## src/srb_pkg.sv

```systemverilog
/*
  Package for the shift, rotate and single-bit datapath: operation codes,
  operand sizes, request and result carriers, reset values.
  Assumes the decoder presents one decoded operation per request.
*/
// Functional notes
// - Arithmetic shifts left/right on byte, word or long register, result written back.
// - Logical shifts left/right on byte, word or long register, result written back.
// - Plain rotates left/right on byte, word or long register, result written back.
// - Rotate through carry: outgoing bit goes to carry, old carry enters register.
// - Bit set forces selected byte bit to one, others unchanged.
// - Bit clear forces selected byte bit to zero, others unchanged.
// - Bit invert complements only the selected bit and writes the byte back.
// - Bit test loads zero flag with inverse of selected bit, operand untouched.
// - Set, clear, invert, test take bit number from immediate or register low three bits.
// - Carry AND: carry becomes carry AND selected bit.
// - Inverted carry AND: carry becomes carry AND inverse of selected bit.
// - Carry OR: carry becomes carry OR selected bit.
// - Inverted carry OR: carry becomes carry OR inverse of selected bit.
// - Carry XOR: carry becomes carry XOR selected bit.
// - Inverted carry XOR: carry becomes carry XOR inverse of selected bit.
// - Bit load copies selected bit into carry, operand untouched.
// - Inverted bit load copies inverse of selected bit into carry.
// - Bit store writes carry into selected bit, others unchanged.
// - Inverted bit store writes inverse carry into selected bit.
// - Inverted carry logic, load and store take bit number from immediate only.
package srb_pkg;

  typedef enum logic [4:0] {
    OP_ARITH_SHIFT_LEFT   = 5'h00,
    OP_ARITH_SHIFT_RIGHT  = 5'h01,
    OP_LOGIC_SHIFT_LEFT   = 5'h02,
    OP_LOGIC_SHIFT_RIGHT  = 5'h03,
    OP_ROTATE_LEFT        = 5'h04,
    OP_ROTATE_RIGHT       = 5'h05,
    OP_ROTATE_CARRY_LEFT  = 5'h06,
    OP_ROTATE_CARRY_RIGHT = 5'h07,
    OP_BIT_SET            = 5'h08,
    OP_BIT_CLEAR          = 5'h09,
    OP_BIT_INVERT         = 5'h0a,
    OP_BIT_TEST           = 5'h0b,
    OP_CARRY_AND          = 5'h0c,
    OP_CARRY_AND_INV      = 5'h0d,
    OP_CARRY_OR           = 5'h0e,
    OP_CARRY_OR_INV       = 5'h0f,
    OP_CARRY_XOR          = 5'h10,
    OP_CARRY_XOR_INV      = 5'h11,
    OP_BIT_LOAD           = 5'h12,
    OP_BIT_LOAD_INV       = 5'h13,
    OP_BIT_STORE          = 5'h14,
    OP_BIT_STORE_INV      = 5'h15
  } srb_op_e;

  typedef enum logic [1:0] {
    SZ_BYTE = 2'h0,
    SZ_WORD = 2'h1,
    SZ_LONG = 2'h2
  } srb_size_e;

  // Sequencer states, Gray along idle -> read wait -> back to idle
  typedef enum logic [1:0] {
    ST_IDLE = 2'b00,
    ST_MEM_WAIT = 2'b01
  } srb_state_e;

  typedef struct packed {
    srb_op_e op;
    srb_size_e size;
    logic [31:0] regVal;
    logic [2:0] bitImm;
    logic bitFromReg;
    logic [2:0] bitRegLow;
    logic memOperand;
    logic carryIn;
    logic [31:0] memAddr;
  } srb_req_s;

  typedef struct packed {
    logic [31:0] value;
    logic regWrite;
    logic carry;
    logic carryWrite;
    logic zero;
    logic zeroWrite;
    logic badRequest;
  } srb_res_s;

  typedef struct packed {
    logic [31:0] addr;
    logic [7:0] wdata;
    logic read;
    logic write;
  } srb_mem_s;

  localparam int unsigned SRB_WIDTH = 32;
  localparam int unsigned SRB_BIT_NO_W = 3;
  localparam logic [31:0] SRB_DATA_RST = 32'h0000_0000;
  localparam logic SRB_FLAG_RST = 1'b0;

endpackage

```

## src/srb_shift_bit_unit.sv

```systemverilog
/*
  Shift, rotate and single-bit execution unit of the core.
  Assumes: decoder holds reqValid one cycle per request while busy is low;
  memory answers a byte read with memRdValid one or more cycles after the
  read strobe; register file takes res when resValid is high.
*/
`timescale 1ns/100ps
module srb_shift_bit_unit (
  input wire logic mclk,
  input wire logic nrst,
  input wire logic reqValid,
  input srb_pkg::srb_req_s req,
  input wire logic memRdValid,
  input wire logic [7:0] memRdData,
  output srb_pkg::srb_res_s res,
  output logic resValid,
  output srb_pkg::srb_mem_s mem,
  output logic busy
);
  import srb_pkg::*;

  srb_state_e state_q;
  srb_req_s held_q;
  srb_res_s res_q;
  srb_mem_s mem_q;
  logic resValid_q;
  logic busy_q;
  srb_res_s calc;
  srb_req_s curReq;
  logic [7:0] byteIn;

  // Bit operations must not take a register bit number when the op is inverted
  function automatic logic invOp(input srb_op_e o);
    invOp = (o == OP_CARRY_AND_INV) || (o == OP_CARRY_OR_INV) || (o == OP_CARRY_XOR_INV) ||
            (o == OP_BIT_LOAD_INV) || (o == OP_BIT_STORE_INV);
  endfunction

  function automatic logic setLike(input srb_op_e o);
    setLike = (o == OP_BIT_SET) || (o == OP_BIT_CLEAR) || (o == OP_BIT_INVERT) ||
              (o == OP_BIT_TEST);
  endfunction

  function automatic logic modOp(input srb_op_e o);
    modOp = (o == OP_BIT_SET) || (o == OP_BIT_CLEAR) || (o == OP_BIT_INVERT) ||
            (o == OP_BIT_STORE) || (o == OP_BIT_STORE_INV);
  endfunction

  assign curReq = (state_q == ST_MEM_WAIT) ? held_q : req;
  assign byteIn = (state_q == ST_MEM_WAIT) ? memRdData : req.regVal[7:0];

  always_comb begin
    logic [2:0] bitNo;
    logic sel;
    logic msb;
    logic lsb;
    logic [31:0] v;
    logic [31:0] r;
    logic co;
    bitNo = '0;
    sel = 1'b0;
    msb = 1'b0;
    lsb = 1'b0;
    v = curReq.regVal;
    r = v;
    co = 1'b0;
    calc = '0;
    calc.value = v;
    calc.carry = curReq.carryIn;
    // Register bit number only for set, clear, invert, test
    bitNo = (curReq.bitFromReg && setLike(curReq.op)) ? curReq.bitRegLow : curReq.bitImm;
    calc.badRequest = curReq.bitFromReg && invOp(curReq.op);
    sel = byteIn[bitNo];
    case (curReq.size)
      SZ_BYTE: begin
        msb = v[7];
      end
      SZ_WORD: begin
        msb = v[15];
      end
      default: begin
        msb = v[31];
      end
    endcase
    lsb = v[0];
    case (curReq.op)
      OP_ARITH_SHIFT_LEFT, OP_LOGIC_SHIFT_LEFT: begin
        r = {v[30:0], 1'b0};
        co = msb;
      end
      OP_ARITH_SHIFT_RIGHT, OP_LOGIC_SHIFT_RIGHT: begin
        r = {1'b0, v[31:1]};
        co = lsb;
        if (curReq.op == OP_ARITH_SHIFT_RIGHT) begin
          case (curReq.size)
            SZ_BYTE: r[7] = msb;
            SZ_WORD: r[15] = msb;
            default: r[31] = msb;
          endcase
        end else begin
          case (curReq.size)
            SZ_BYTE: r[7] = 1'b0;
            SZ_WORD: r[15] = 1'b0;
            default: r[31] = 1'b0;
          endcase
        end
      end
      OP_ROTATE_LEFT, OP_ROTATE_CARRY_LEFT: begin
        r = {v[30:0], (curReq.op == OP_ROTATE_LEFT) ? msb : curReq.carryIn};
        co = msb;
      end
      OP_ROTATE_RIGHT, OP_ROTATE_CARRY_RIGHT: begin
        r = {1'b0, v[31:1]};
        co = lsb;
        case (curReq.size)
          SZ_BYTE: r[7] = (curReq.op == OP_ROTATE_RIGHT) ? lsb : curReq.carryIn;
          SZ_WORD: r[15] = (curReq.op == OP_ROTATE_RIGHT) ? lsb : curReq.carryIn;
          default: r[31] = (curReq.op == OP_ROTATE_RIGHT) ? lsb : curReq.carryIn;
        endcase
      end
      default: begin
        r = v;
      end
    endcase
    if (curReq.op <= OP_ROTATE_CARRY_RIGHT) begin
      // Keep bits above the operand size untouched
      case (curReq.size)
        SZ_BYTE: calc.value = {v[31:8], r[7:0]};
        SZ_WORD: calc.value = {v[31:16], r[15:0]};
        default: calc.value = r;
      endcase
      calc.regWrite = 1'b1;
      calc.carry = co;
      calc.carryWrite = 1'b1;
    end else begin
      calc.value = {24'h000000, byteIn};
      case (curReq.op)
        OP_BIT_SET: calc.value[bitNo] = 1'b1;
        OP_BIT_CLEAR: calc.value[bitNo] = 1'b0;
        OP_BIT_INVERT: calc.value[bitNo] = ~sel;
        OP_BIT_TEST: begin
          calc.zero = ~sel;
          calc.zeroWrite = 1'b1;
        end
        OP_CARRY_AND: calc.carry = curReq.carryIn & sel;
        OP_CARRY_AND_INV: calc.carry = curReq.carryIn & ~sel;
        OP_CARRY_OR: calc.carry = curReq.carryIn | sel;
        OP_CARRY_OR_INV: calc.carry = curReq.carryIn | ~sel;
        OP_CARRY_XOR: calc.carry = curReq.carryIn ^ sel;
        OP_CARRY_XOR_INV: calc.carry = curReq.carryIn ^ ~sel;
        OP_BIT_LOAD: calc.carry = sel;
        OP_BIT_LOAD_INV: calc.carry = ~sel;
        OP_BIT_STORE: calc.value[bitNo] = curReq.carryIn;
        OP_BIT_STORE_INV: calc.value[bitNo] = ~curReq.carryIn;
        default: calc.value = {24'h000000, byteIn};
      endcase
      calc.carryWrite = (curReq.op >= OP_CARRY_AND) && (curReq.op <= OP_BIT_LOAD_INV);
      calc.regWrite = modOp(curReq.op) && !curReq.memOperand;
      if (!curReq.memOperand) begin
        calc.value = {v[31:8], calc.value[7:0]};
      end
      if (calc.badRequest) begin
        calc.carryWrite = 1'b0;
        calc.regWrite = 1'b0;
        calc.zeroWrite = 1'b0;
      end
    end
  end

  // Sequencer: memory bit operations read the byte first
  always_ff @(posedge mclk) begin
    if (!nrst) begin
      state_q <= ST_IDLE;
      held_q <= '0;
      busy_q <= SRB_FLAG_RST;
    end else begin
      case (state_q)
        ST_IDLE: begin
          if (reqValid && req.op >= OP_BIT_SET && req.memOperand) begin
            state_q <= ST_MEM_WAIT;
            held_q <= req;
            busy_q <= 1'b1;
          end
        end
        ST_MEM_WAIT: begin
          if (memRdValid) begin
            state_q <= ST_IDLE;
            busy_q <= 1'b0;
          end
        end
        default: begin
          state_q <= ST_IDLE;
          busy_q <= 1'b0;
        end
      endcase
    end
  end

  logic finish;
  assign finish = (state_q == ST_IDLE) ? (reqValid && !(req.op >= OP_BIT_SET && req.memOperand))
                                       : memRdValid;

  always_ff @(posedge mclk) begin
    if (!nrst) begin
      res_q <= '0;
      resValid_q <= 1'b0;
    end else begin
      resValid_q <= finish;
      if (finish) begin
        res_q <= calc;
      end
    end
  end

  // Memory strobes: byte read, then whole-byte write-back for modifying ops
  always_ff @(posedge mclk) begin
    if (!nrst) begin
      mem_q <= '0;
    end else begin
      mem_q.read <= (state_q == ST_IDLE) && reqValid && req.op >= OP_BIT_SET && req.memOperand;
      mem_q.write <= (state_q == ST_MEM_WAIT) && memRdValid && modOp(held_q.op) &&
                     !calc.badRequest;
      if (state_q == ST_IDLE && reqValid) begin
        mem_q.addr <= req.memAddr;
      end
      if (state_q == ST_MEM_WAIT && memRdValid) begin
        mem_q.wdata <= calc.value[7:0];
      end
    end
  end

  assign res = res_q;
  assign resValid = resValid_q;
  assign mem = mem_q;
  assign busy = busy_q;
endmodule // srb_shift_bit_unit

```

## config.mk

```make
export PLATFORM = sky130hd
export DESIGN_NAME = srb_shift_bit_unit
export DESIGN_NICKNAME = d
export VERILOG_FILES = /design/src/srb_pkg.sv /design/src/srb_shift_bit_unit.sv
export SDC_FILE = /design/constraint.sdc
export NUM_CORES = 1
export LEC_CHECK = 0
export BUFFER_PORTS_ARGS = -buffer_cell sky130_fd_sc_hd__buf_2
export CAP_MARGIN = 40
export CELL_PAD_IN_SITES_DETAIL_PLACEMENT = 0
export CELL_PAD_IN_SITES_GLOBAL_PLACEMENT = 2
export CORE_MARGIN = 4
export CORE_UTILIZATION = 31
export DETAILED_ROUTE_END_ITERATION = 16
export PLACE_DENSITY_LB_ADDON = 0.1
export SETUP_SLACK_MARGIN = 0.3
export SLEW_MARGIN = 20
export SYNTH_ARGS = -nofsm -noshare
export SYNTH_HDL_FRONTEND = slang
export SYNTH_SLANG_ARGS = --single-unit
```

## constraint.sdc

```tcl
create_clock -name mclk -period 3.1 [get_ports mclk]
set_input_delay 0.465 -clock mclk [delete_from_list [all_inputs] [get_ports mclk]]
set_output_delay 0.465 -clock mclk [all_outputs]
set_load 0.1 [all_outputs]
```

## Yosys cells after proc, flatten, opt, wreduce, memory -nomap -nowiden

Index checks and enable logic that the tools add are counted.

| storage, ports and cells | value |
|---|---|
| register bits | 164 |
| output and inout bits | 82 |
| word-level logic and storage cells | 157 |

| cells by class | value |
|---|---|
| magnitude comparators | 7 |
| bitwise gates (word level) | 11 |
| mux-type cells | 43 |
| reduce and logical (&&, ||, !) cells | 43 |
| equality and inequality tests | 30 |

Operators by type and width:

| operator | number |
|---|---|
| $pmux W32 S5 | 1 |
| $pmux W32 S4 | 1 |
| $bwmux W32 | 3 |
| $mux W80 | 1 |
| $pmux W32 S2 | 1 |
| $eq A5 B4 Y1 const B | 11 |
| $eq A5 B5 Y1 const B | 8 |
| $mux W35 | 1 |
| $and A8 B32 Y32 | 1 |
| $mux W32 | 1 |
| $not A8 Y32 | 1 |
| $mux W1 | 21 |
| $eq A5 B3 Y1 const B | 4 |
| $logic_and A1 B1 Y1 | 15 |
| $logic_or A1 B1 Y1 | 13 |
| $eq A5 B2 Y1 const B | 2 |
| $ge A5 B4 Y1 const B | 2 |
| $reduce_or A2 Y1 | 5 |
| $mux W2 | 4 |
| $mux W8 | 1 |
| $or A8 B8 Y8 | 1 |
| $pmux W1 S8 | 1 |
| $reduce_or A4 Y1 | 2 |
| $lt A3 B6 Y1 const B | 1 |
| 20 further kinds | 32 |

## Depth between registers and ports, before layout

Gate-level depths: netlist of run 1.

| depth | value |
|---|---|
| word-level depth | 17 |
| gate-level depth with buffers | 12 |

## Worst setup path after synthesis of run 1

OpenSTA, ideal clock, no wires.

| timing | value |
|---|---|
| kind | register to register |
| from | reg busy (netlist name) |
| to | reg res_q, in the netlist res[4] |
| setup time | 74 ps |
| arrival time | 2848 ps |
| required time | 3026 ps |
| period minus slack after synthesis | 2922 ps |
| cell stages (with the launch flop) | 10 |
| setup slack | 178 ps |
| cells stage by stage | dfxtp_1 -> buf_6 -> buf_6 -> mux2i_2 -> mux2i_1 -> mux2i_1 -> mux2_2 -> xnor2_1 -> mux2_1 -> a31oi_1 |

RTL lines:

| element | RTL line | source |
|---|---|---|
| end signal: assignment | srb_shift_bit_unit.sv:209 | `res_q <= calc;` |
| end: declaration | srb_shift_bit_unit.sv:24 | `srb_res_s res_q;` |

==> results of run 1 <==
Yosys cell counts, drive strengths merged (2+ instances only):
cell type and n:
a211oi 15, a21boi 82, a21o 4, a21oi 32, a221o 3, a221oi 8, a311oi 2, a31oi 13
a32oi 12, a41oi 4, and2 4, buf 20, clkbuf 47, dfxtp 130, inv 17, mux2 20
mux2i 48, nand2 242, nand2b 3, nand3 9, nor2 34, nor2b 9, nor3 11, nor3b 7
nor4 2, nor4b 2, nor4bb 2, o2111ai 3, o211a 19, o211ai 6, o21ai 38, o221ai 7
o31ai 4, or3 2, xnor2 3
worst max-delay path, stage by stage, from the launching register on:
cell and delay, ns:
dfxtp_4 0.53, buf_4 0.32, mux2i_1 0.34, o211a_1 0.28
a21o_1 0.32, a211oi_4 0.14, o211ai_2 0.24, o32ai_2 0.13
a221oi_1 0.29
cells by family (layout without fill, tap and decap cells):
group	Yosys count	after routing	synth area share, %
mux	68	68	10.30
compound gates	263	263	27.46
simple gates	332	332	19.92
flops	130	130	36.76
xor+xnor	3	3	0.3712
buf+inv	84	250	5.195
area by class of cell:
class	instances	area share [%]
clock inverter	13	1.705
tap	285	4.016
inverter	17	0.7187
timing repair buffer	201	12.51
multi-input combinational	666	46.59
clock buffer	19	5.101
sequential	130	29.35
per-layer routing:
layer / track usage (%) / wire (µm)
met1: 23.89 / 11040
met2: 32.88 / 11960
met3: 4.582 / 1242
met4: 5.089 / 389
met5: 0 / 7
power groups by stage:
stage                     Combinational [W]  Clock, W  Sequential [W]
after floorplan                    0.000535         0         0.00240
after global placement              0.00142         0         0.00188
after detailed placement            0.00142         0         0.00188
after CTS                           0.00143   0.00214         0.00184
after global routing                0.00152   0.00220         0.00185
final                               0.00142   0.00206         0.00184
stage by stage:
stage | worst slack [ns] | cells | power (W) | hold slack, ns | util [%]
after global routing | 0.2797 | 1331 | 0.005565 | 0.2719 | 39.33
after detailed placement | 0.3089 | 1298 | 0.003297 | 0.4452 | 36.55
after CTS | 0.4481 | 1331 | 0.005411 | 0.2652 | 39.29
after global placement | 0.2153 | 1298 | 0.003300 | 0.4460 | 36.53
final | 0.4206 | 1331 | 0.005319 | 0.2793 | 39.33
after floorplan | 0.5036 | 880 | 0.002935 | 0.4400 | -
worst max-delay path by stage:
stage                                 start                   end  slack, ns  depth (start not counted)
after floorplan           busy$_SDFFE_PN0P_   res[4]$_SDFFE_PN0P_       0.50                          9
final                     busy$_SDFFE_PN0P_  res[11]$_SDFFE_PN0P_       0.42                          8
after global routing      busy$_SDFFE_PN0P_   mem[3]$_SDFFE_PN0P_       0.28                          8
after global placement    busy$_SDFFE_PN0P_  res[34]$_SDFFE_PN0P_       0.22                          5
after CTS                 busy$_SDFFE_PN0P_  res[10]$_SDFFE_PN0P_       0.45                          8
after detailed placement  busy$_SDFFE_PN0P_  res[10]$_SDFFE_PN0P_       0.31                          8
state kept, by name, indices dropped and copies added, names as in the netlist:
signal    flops
held_q       48
mem          42
res          38
busy          1
resValid      1
what timing repair did:
item,4_1_cts,5_1_grt
resized for setup,0,2
setup endpoints to repair,1,2
buffers inserted,1,0
cell usage in the layout (no fill, tap or decap), types with 3 or more instances in the layout:
| cell type | instances |
|---|---|
| nand2_1 | 241 |
| buf_2 | 172 |
| dfxtp_1 | 129 |
| a21boi_0 | 82 |
| mux2i_1 | 45 |
| nor2_1 | 33 |
| o21ai_0 | 33 |
| a21oi_1 | 30 |
| buf_4 | 26 |
| o211a_1 | 19 |
| mux2_2 | 18 |
| clkbuf_16 | 17 |
| inv_1 | 16 |
| a211oi_1 | 12 |
| a31oi_1 | 12 |
| a32oi_1 | 12 |
| nor3_1 | 11 |
| nand3_1 | 9 |
| nor2b_1 | 8 |
| a221oi_1 | 8 |
| nor3b_1 | 7 |
| o221ai_1 | 7 |
| clkinv_4 | 6 |
| o211ai_1 | 5 |
| a21o_1 | 4 |
| a41oi_1 | 4 |
| and2_1 | 4 |
| xnor2_1 | 3 |
| nand2b_1 | 3 |
| a221o_1 | 3 |
| o31ai_1 | 3 |
| o21ai_1 | 3 |
| o2111ai_1 | 3 |
==> qor.csv, run 1 <==
metric,value,unit
synth.distinct_cells,67,
max_cap_violations,0,
ys_seq_area_share,36.76,%
hp-class,in2reg,
synth_seq_cells,130,
core_area,22570,µm²
multi_input_area,4136,µm²
die_height,159.1,µm
vias,6818,
fin_area,8879,µm²
postCtsHoldBufs,0,
placed_area,8249,µm²
cts_tree,yes,
synthArstFlopShare,0,%
rr_startpoint,busy$_SDFFE_PN0P_,
whs_endpoint,mem[20]$_SDFFE_PN0P_,
leakagePower,3.793,nW
clock-root-buffer,clkbuf_16,
synth_area,7081,µm²
dieWidth,159.1,µm
diodes,0,
avgSynthCellArea,8.046,µm²
fin_crit_sh,86.43,%
ioPinCount,174,
status,"complete, no violations",
cp-end-kind,register,
min_from,req[10],
setup_viol,0,
clock_skew,0.01539,ns
finalMaxSlewViolations,0,
switching_share,36.64,%
cp_max_fo,18,
via_per_inst,5.122,
synth.net_count,972,
synth.area.top_cells,"dfxtp_1, nand2_1, a21boi_0",
clk_pin_slew,0.07,ns
drt_first_pass_iters,5,
grt_max_degree,80,
p_int,0.003370,W
p_switching,0.001949,W
p_per_area,599.1,nW/µm²
r2r_slack,0.42,ns
criticalPathCategory,reg2reg,
synth-edff-count,0,
dp_hpwl,17530,µm
pwr-share-seq,34.6,%
clk_latency,0.43,ns
routed_wl,24640,µm
fin_nets,1125,
synth_cells,880,
yosysTopAreaCell,dfxtp_1,
ir_drop,340.6,µV
seq_area,2606,µm²
area_growth,25.39,%
n_fill_cell,2403,
regToRegEndpoint,res[11]$_SDFFE_PN0P_,
clock.fmax,373.2,MHz
numClockSinks,130,
max_slew_margin,54.26,%
cp.arrival,3.01,ns
initial_utilization,31.37,%
layout_min_cycle_time,2.679,ns
place_congestion,0.8478,
start_kind,register,
yosys_warnings,0,
antenna_found_initial,1,
drt_iter0_drc,280,
pwr-share-clk,38.8,%
wl_per_cell,18.51,µm
hold_viol_final,0,
antenna_left,0,
die_area,25320,µm²
synth_top_area_share,36.76,%
grt_usage,19.06,%
drcViolationCount,0,
io_buffers,173,
grt.overflow.total,0,
numCtsBuffers,17,
grt_first_pass_wirelength,38730,µm
ctsLongestPathBuffers,2,
num_rows,55,
combPwrFrac,26.6,%
fin_setup_tns,0,ns
grt_pass1_vias,6739,
required,3.43,ns
tightestPinTransition,0.6860,ns
drive_above_1_share,26.39,%
ff2ff_path_depth,8,
synth-main-ff-cell,dfxtp_1,
hold_depth,3,
h-tree-depth,4,
rsz0062_at_grt,true,
Note: power is estimated with default switching activity, not from simulation.
==> run 2, diff against run 1 <==
--- a/config.mk
+++ b/config.mk
@@ -5,7 +5,7 @@
 export SDC_FILE = /design/constraint.sdc
 export NUM_CORES = 1
 export LEC_CHECK = 0
-export BUFFER_PORTS_ARGS = -buffer_cell sky130_fd_sc_hd__buf_2
+export BUFFER_PORTS_ARGS = -buffer_cell sky130_fd_sc_hd__buf_4
 export CAP_MARGIN = 40
 export CELL_PAD_IN_SITES_DETAIL_PLACEMENT = 0
 export CELL_PAD_IN_SITES_GLOBAL_PLACEMENT = 2
==> qor.csv, run 2 (synthesis gave the netlist of run 1 again) <==
metric,value,unit
status,"complete, no violations",
hold_viol_final,0,
setup_ws,0.5534,ns
diodes,0,
start_kind,register,
pwr-share-clk,37.8,%
final_cells,1332,
max_cap_violations,0,
cp.arrival,2.85,ns
io_buffers,173,
placed_area,8683,µm²
place_congestion,0.8486,
grt.overflow.total,0,
ctsLongestPathBuffers,2,
dp_cells,1299,
leakagePower,3.871,nW
drive_above_1_share,26.65,%
clk_pin_slew,0.06,ns
via_per_inst,5.154,
die_area,25320,µm²
tightestPinTransition,0.6285,ns
combPwrFrac,27.9,%
core_area,22570,µm²
clock.fmax,392.7,MHz
dieWidth,159.1,µm
drt_first_pass_iters,5,
die_height,159.1,µm
setup_viol,0,
num_rows,55,
fin_nets,1126,
largest_reg_flops,48,
grt_max_degree,54,
fin_crit_sh,82.15,%
wl_per_cell,18.86,µm
criticalPathCategory,reg2reg,
grt_pass1_vias,6809,
pwr-share-seq,34.3,%
hp-class,in2reg,
required,3.40,ns
vias,6865,
drcViolationCount,0,
p_per_area,578.2,nW/µm²
layout_commonest_cell,nand2_1,
max_slew_margin,57.71,%
clk_latency,0.42,ns
final_cell_mix,"nand2_1, buf_4, dfxtp_1",
grt_usage,19.55,%
fin_area,9295,µm²
finalMaxSlewViolations,0,
dpl_worst_slack,0.4412,ns
ioPinCount,174,
numClockSinks,130,
initial_utilization,31.37,%
clock_skew,0.01045,ns
grt_first_pass_wirelength,39520,µm
cp-end-kind,register,
clock-root-buffer,clkbuf_16,
antenna_left,0,
cts_tree,yes,
p_int,0.003400,W
switching_share,36.75,%
layout_min_cycle_time,2.547,ns
ir_drop,335.1,µV
area_growth,31.28,%
top_register,held_q,
fin_setup_tns,0,ns
routed_wl,25130,µm
n_fill_cell,2398,
antenna_found_initial,0,
drt_iter0_drc,476,
dp_hpwl,17860,µm
rsz0062_at_grt,false,
h-tree-depth,4,
postCtsHoldBufs,0,
numCtsBuffers,17,
cp_max_fo,30,
p_switching,0.001975,W
==> run 2: cell count changes in the layout (fill, tap and decap cells not counted), moves of 3 or more <==
cell      delta
buf_4      +173
buf_2      -172
clkinv_2     +3
mux2i_1      -3
mux2i_2      +3
==> run 2: path summary, 6_finish.rpt <==
| kind | startpoint | endpoint | cells after the start | slack (ns) |
|---|---|---|---|---|
| max | busy$_SDFFE_PN0P_ | mem[2]$_SDFFE_PN0P_ | 7 | 0.55 |
| min | req[22] | mem[32]$_SDFFE_PN0P_ | 3 | 0.30 |
| max reg2reg | busy$_SDFFE_PN0P_ | mem[2]$_SDFFE_PN0P_ | 7 | 0.55 |
| min reg2reg | mem[32]$_SDFFE_PN0P_ | mem[32]$_SDFFE_PN0P_ | 2 | 0.46 |
==> run 2: per-layer routing <==
layer	up-vias	wire length (µm)	track usage, %
met3	29	1174	4.841
li1	3427	-	-
met2	183	12220	33.27
met5	-	0	0
met1	3226	11350	24.91
met4	0	374	4.931
==> run 2: final cells by class <==
type                    count  area, µm²  area share, %
flip-flops and latches    130       2606          28.04
inverters                  17      63.81         0.6865
clock inverters            15      158.9          1.710
well taps                 285      356.6          3.836
multi-input cells         666       4139          44.53
repair buffers            202       1545          16.62
clock buffers              17      425.4          4.577
==> run 2: worst max-delay path, stage by stage (launching register included) <==
cell       delay, ns
dfxtp_4         0.51
buf_12          0.27
mux2_2          0.42
o221a_2         0.32
o2111ai_1       0.36
a21oi_1         0.12
a31oi_1         0.30
a21oi_1         0.11
==> run 2: power groups by stage <==
stage	Sequential (W)	Clock (W)	Combinational [W]
after global routing	0.00186	0.00215	0.00161
after global placement	0.00188	0	0.00150
after detailed placement	0.00188	0	0.00150
after CTS	0.00185	0.00210	0.00150
final	0.00184	0.00203	0.00150
after floorplan	0.00240	0	0.000535
==> run 2: repair_timing <==
| action | 4_1_cts | 5_1_grt |
|---|---|---|
| gates resized for setup | 0 | 5 |
| endpoints found under the setup margin | 0 | 10 |
| setup buffers | 0 | 1 |
==> run 2: per-stage QoR <==
step,util [%],hold slack (ns),power [W]
6_report,41.18,0.2968,0.005375
5_1_grt,41.18,0.2880,0.005615
4_1_cts,41.06,0.2764,0.005446
3_5_place_dp,38.47,0.4568,0.003383
3_3_place_gp,38.44,0.4494,0.003383
2_1_floorplan,-,0.4400,0.002935
==> run 3, diff against run 2 <==
==> constraint.sdc (replaced) <==
create_clock -name mclk -period 2.6 [get_ports mclk]
set_input_delay 0.39 -clock mclk [delete_from_list [all_inputs] [get_ports mclk]]
set_output_delay 0.39 -clock mclk [all_outputs]
set_load 0.1 [all_outputs]
==> qor.csv, run 3 (synthesis gave the netlist of run 1 again) <==
metric,value,unit
drive_above_1_share,32.19,%
max_cap_violations,0,
grt.overflow.total,0,
diodes,0,
antenna_found_initial,0,
drt_first_pass_iters,5,
ff2ff_path_depth,8,
routed_wl,25020,µm
dieWidth,159.1,µm
regToRegEndpoint,res[10]$_SDFFE_PN0P_,
clk_latency,0.43,ns
wl_per_cell,18.32,µm
max_slew_margin,53.20,%
place_congestion,0.9054,
layout_min_cycle_time,2.351,ns
largest_reg_flops,48,
clk_pin_slew,0.07,ns
hold_depth,3,
grt_max_degree,76,
grt_usage,19.43,%
pwr-share-clk,36.6,%
criticalPathCategory,reg2reg,
cp.arrival,2.69,ns
numClockSinks,130,
h-tree-depth,4,
cts_tree,yes,
hold_viol_final,0,
io_buffers,173,
grt_first_pass_wirelength,39410,µm
dp_hpwl,17810,µm
die_height,159.1,µm
fin_setup_tns,0,ns
rsz0062_at_grt,true,
seq_area,2609,µm²
postCtsHoldBufs,0,
ioPinCount,174,
cp_max_fo,16,
area_growth,39.48,%
final_cells,1366,
clock.fmax,425.4,MHz
rr_startpoint,busy$_SDFFE_PN0P_,
hp-class,in2reg,
layout_commonest_cell,nand2_1,
via_per_inst,5.091,
final_cell_mix,"nand2_1, buf_4, dfxtp_1",
use_met2,32.74,%
ir_drop,433.6,µV
ctsLongestPathBuffers,2,
switching_share,37.39,%
clock-root-buffer,clkbuf_16,
setup_viol,0,
drt_iter0_drc,437,
n_fill_cell,2341,
cp-end-kind,register,
p_per_area,657.3,nW/µm²
clock_skew,0.01665,ns
fin_nets,1160,
die_area,25320,µm²
multi_input_area,4432,µm²
fin_crit_sh,90.41,%
vias,6954,
grt_use_met1,25.22,%
pwr-share-seq,33.8,%
combPwrFrac,29.6,%
tightestPinTransition,0.7021,ns
p_switching,0.002427,W
core_area,22570,µm²
leakagePower,4.149,nW
start_kind,register,
p_int,0.004064,W
finalMaxSlewViolations,0,
grt_use_met3,4.685,%
numCtsBuffers,17,
antenna_left,0,
drcViolationCount,0,
r2r_slack,0.25,ns
busiest_layer,met2,
required,2.94,ns
status,"complete, no violations",
initial_utilization,31.37,%
top_register,held_q,
dp_cells,1313,
grt_pass1_vias,6898,
min_from,req[18],
whs_endpoint,mem[28]$_SDFFE_PN0P_,
num_rows,55,
run 3: layout make-up:
cell class	instances	share of cell area (%)
clock buffer	17	4.308
clock inverter	15	1.495
inverter	17	0.6461
multi-input combinational	666	44.88
sequential	130	26.42
tap	285	3.611
timing repair buffer	236	18.65
run 3: power groups by stage:
| stage | clock [W] | sequential [W] | combinational, W |
|---|---|---|---|
| floorplan | 0 | 0.00286 | 0.000665 |
| global placement | 0 | 0.00224 | 0.00185 |
| detailed placement | 0 | 0.00224 | 0.00185 |
| CTS | 0.00245 | 0.00219 | 0.00189 |
| global route | 0.00254 | 0.00221 | 0.00205 |
| finish | 0.00238 | 0.00219 | 0.00192 |
run 3: worst max path at each step:
| stage | endpoint | cells after the start | start | slack (ns) |
|---|---|---|---|---|
| finish | res[10]$_SDFFE_PN0P_ | 8 | busy$_SDFFE_PN0P_ | 0.25 |
| global route | res[10]$_SDFFE_PN0P_ | 10 | busy$_SDFFE_PN0P_ | 0.16 |
| CTS | res[10]$_SDFFE_PN0P_ | 8 | busy$_SDFFE_PN0P_ | 0.25 |
| detailed placement | res[10]$_SDFFE_PN0P_ | 8 | busy$_SDFFE_PN0P_ | 0.08 |
| global placement | res[34]$_SDFFE_PN0P_ | 6 | busy$_SDFFE_PN0P_ | 0.08 |
| floorplan | res[4]$_SDFFE_PN0P_ | 9 | busy$_SDFFE_PN0P_ | 0.27 |
run 3: stage by stage:
stage / power [W] / cell area [µm²] / setup slack [ns] / util, % / hold slack (ns)
after detailed placement: 0.004085 / 8941 / 0.08058 / 39.61 / 0.4579
after floorplan: 0.003528 / 7216 / 0.2711 / - / 0.4400
after CTS: 0.006537 / 9713 / 0.2550 / 43.03 / 0.2044
final: 0.006491 / 9876 / 0.2495 / 43.75 / 0.2182
after global placement: 0.004088 / 8937 / 0.08477 / 39.60 / 0.4524
after global routing: 0.006793 / 9876 / 0.1599 / 43.75 / 0.2070
run 3: routing by layer:
| layer | wire (µm) | vias up | share of wire (%) |
|---|---|---|---|
| met2 | 12050 | 168 | 48 |
| met1 | 11530 | 3271 | 46 |
| met3 | 1229 | 13 | 4.9 |
| met5 | 0 | - | 0 |
| li1 | - | 3502 | - |
| met4 | 223 | 0 | 0.89 |
run 3: critical path: stages, from the launching register on:
cell and delay [ns]:
dfxtp_4 0.40, buf_4 0.14, buf_12 0.14, mux2_2 0.42, or3_4 0.46, o211ai_2 0.23, buf_4 0.16, o31ai_4 0.08
a221oi_2 0.23
run 3: repair_timing:
action,CTS,global route
endpoints found under the setup margin,17,23
buffers inserted,16,5
gates cloned,0,0
resized for setup,16,31
pin swaps,8,11
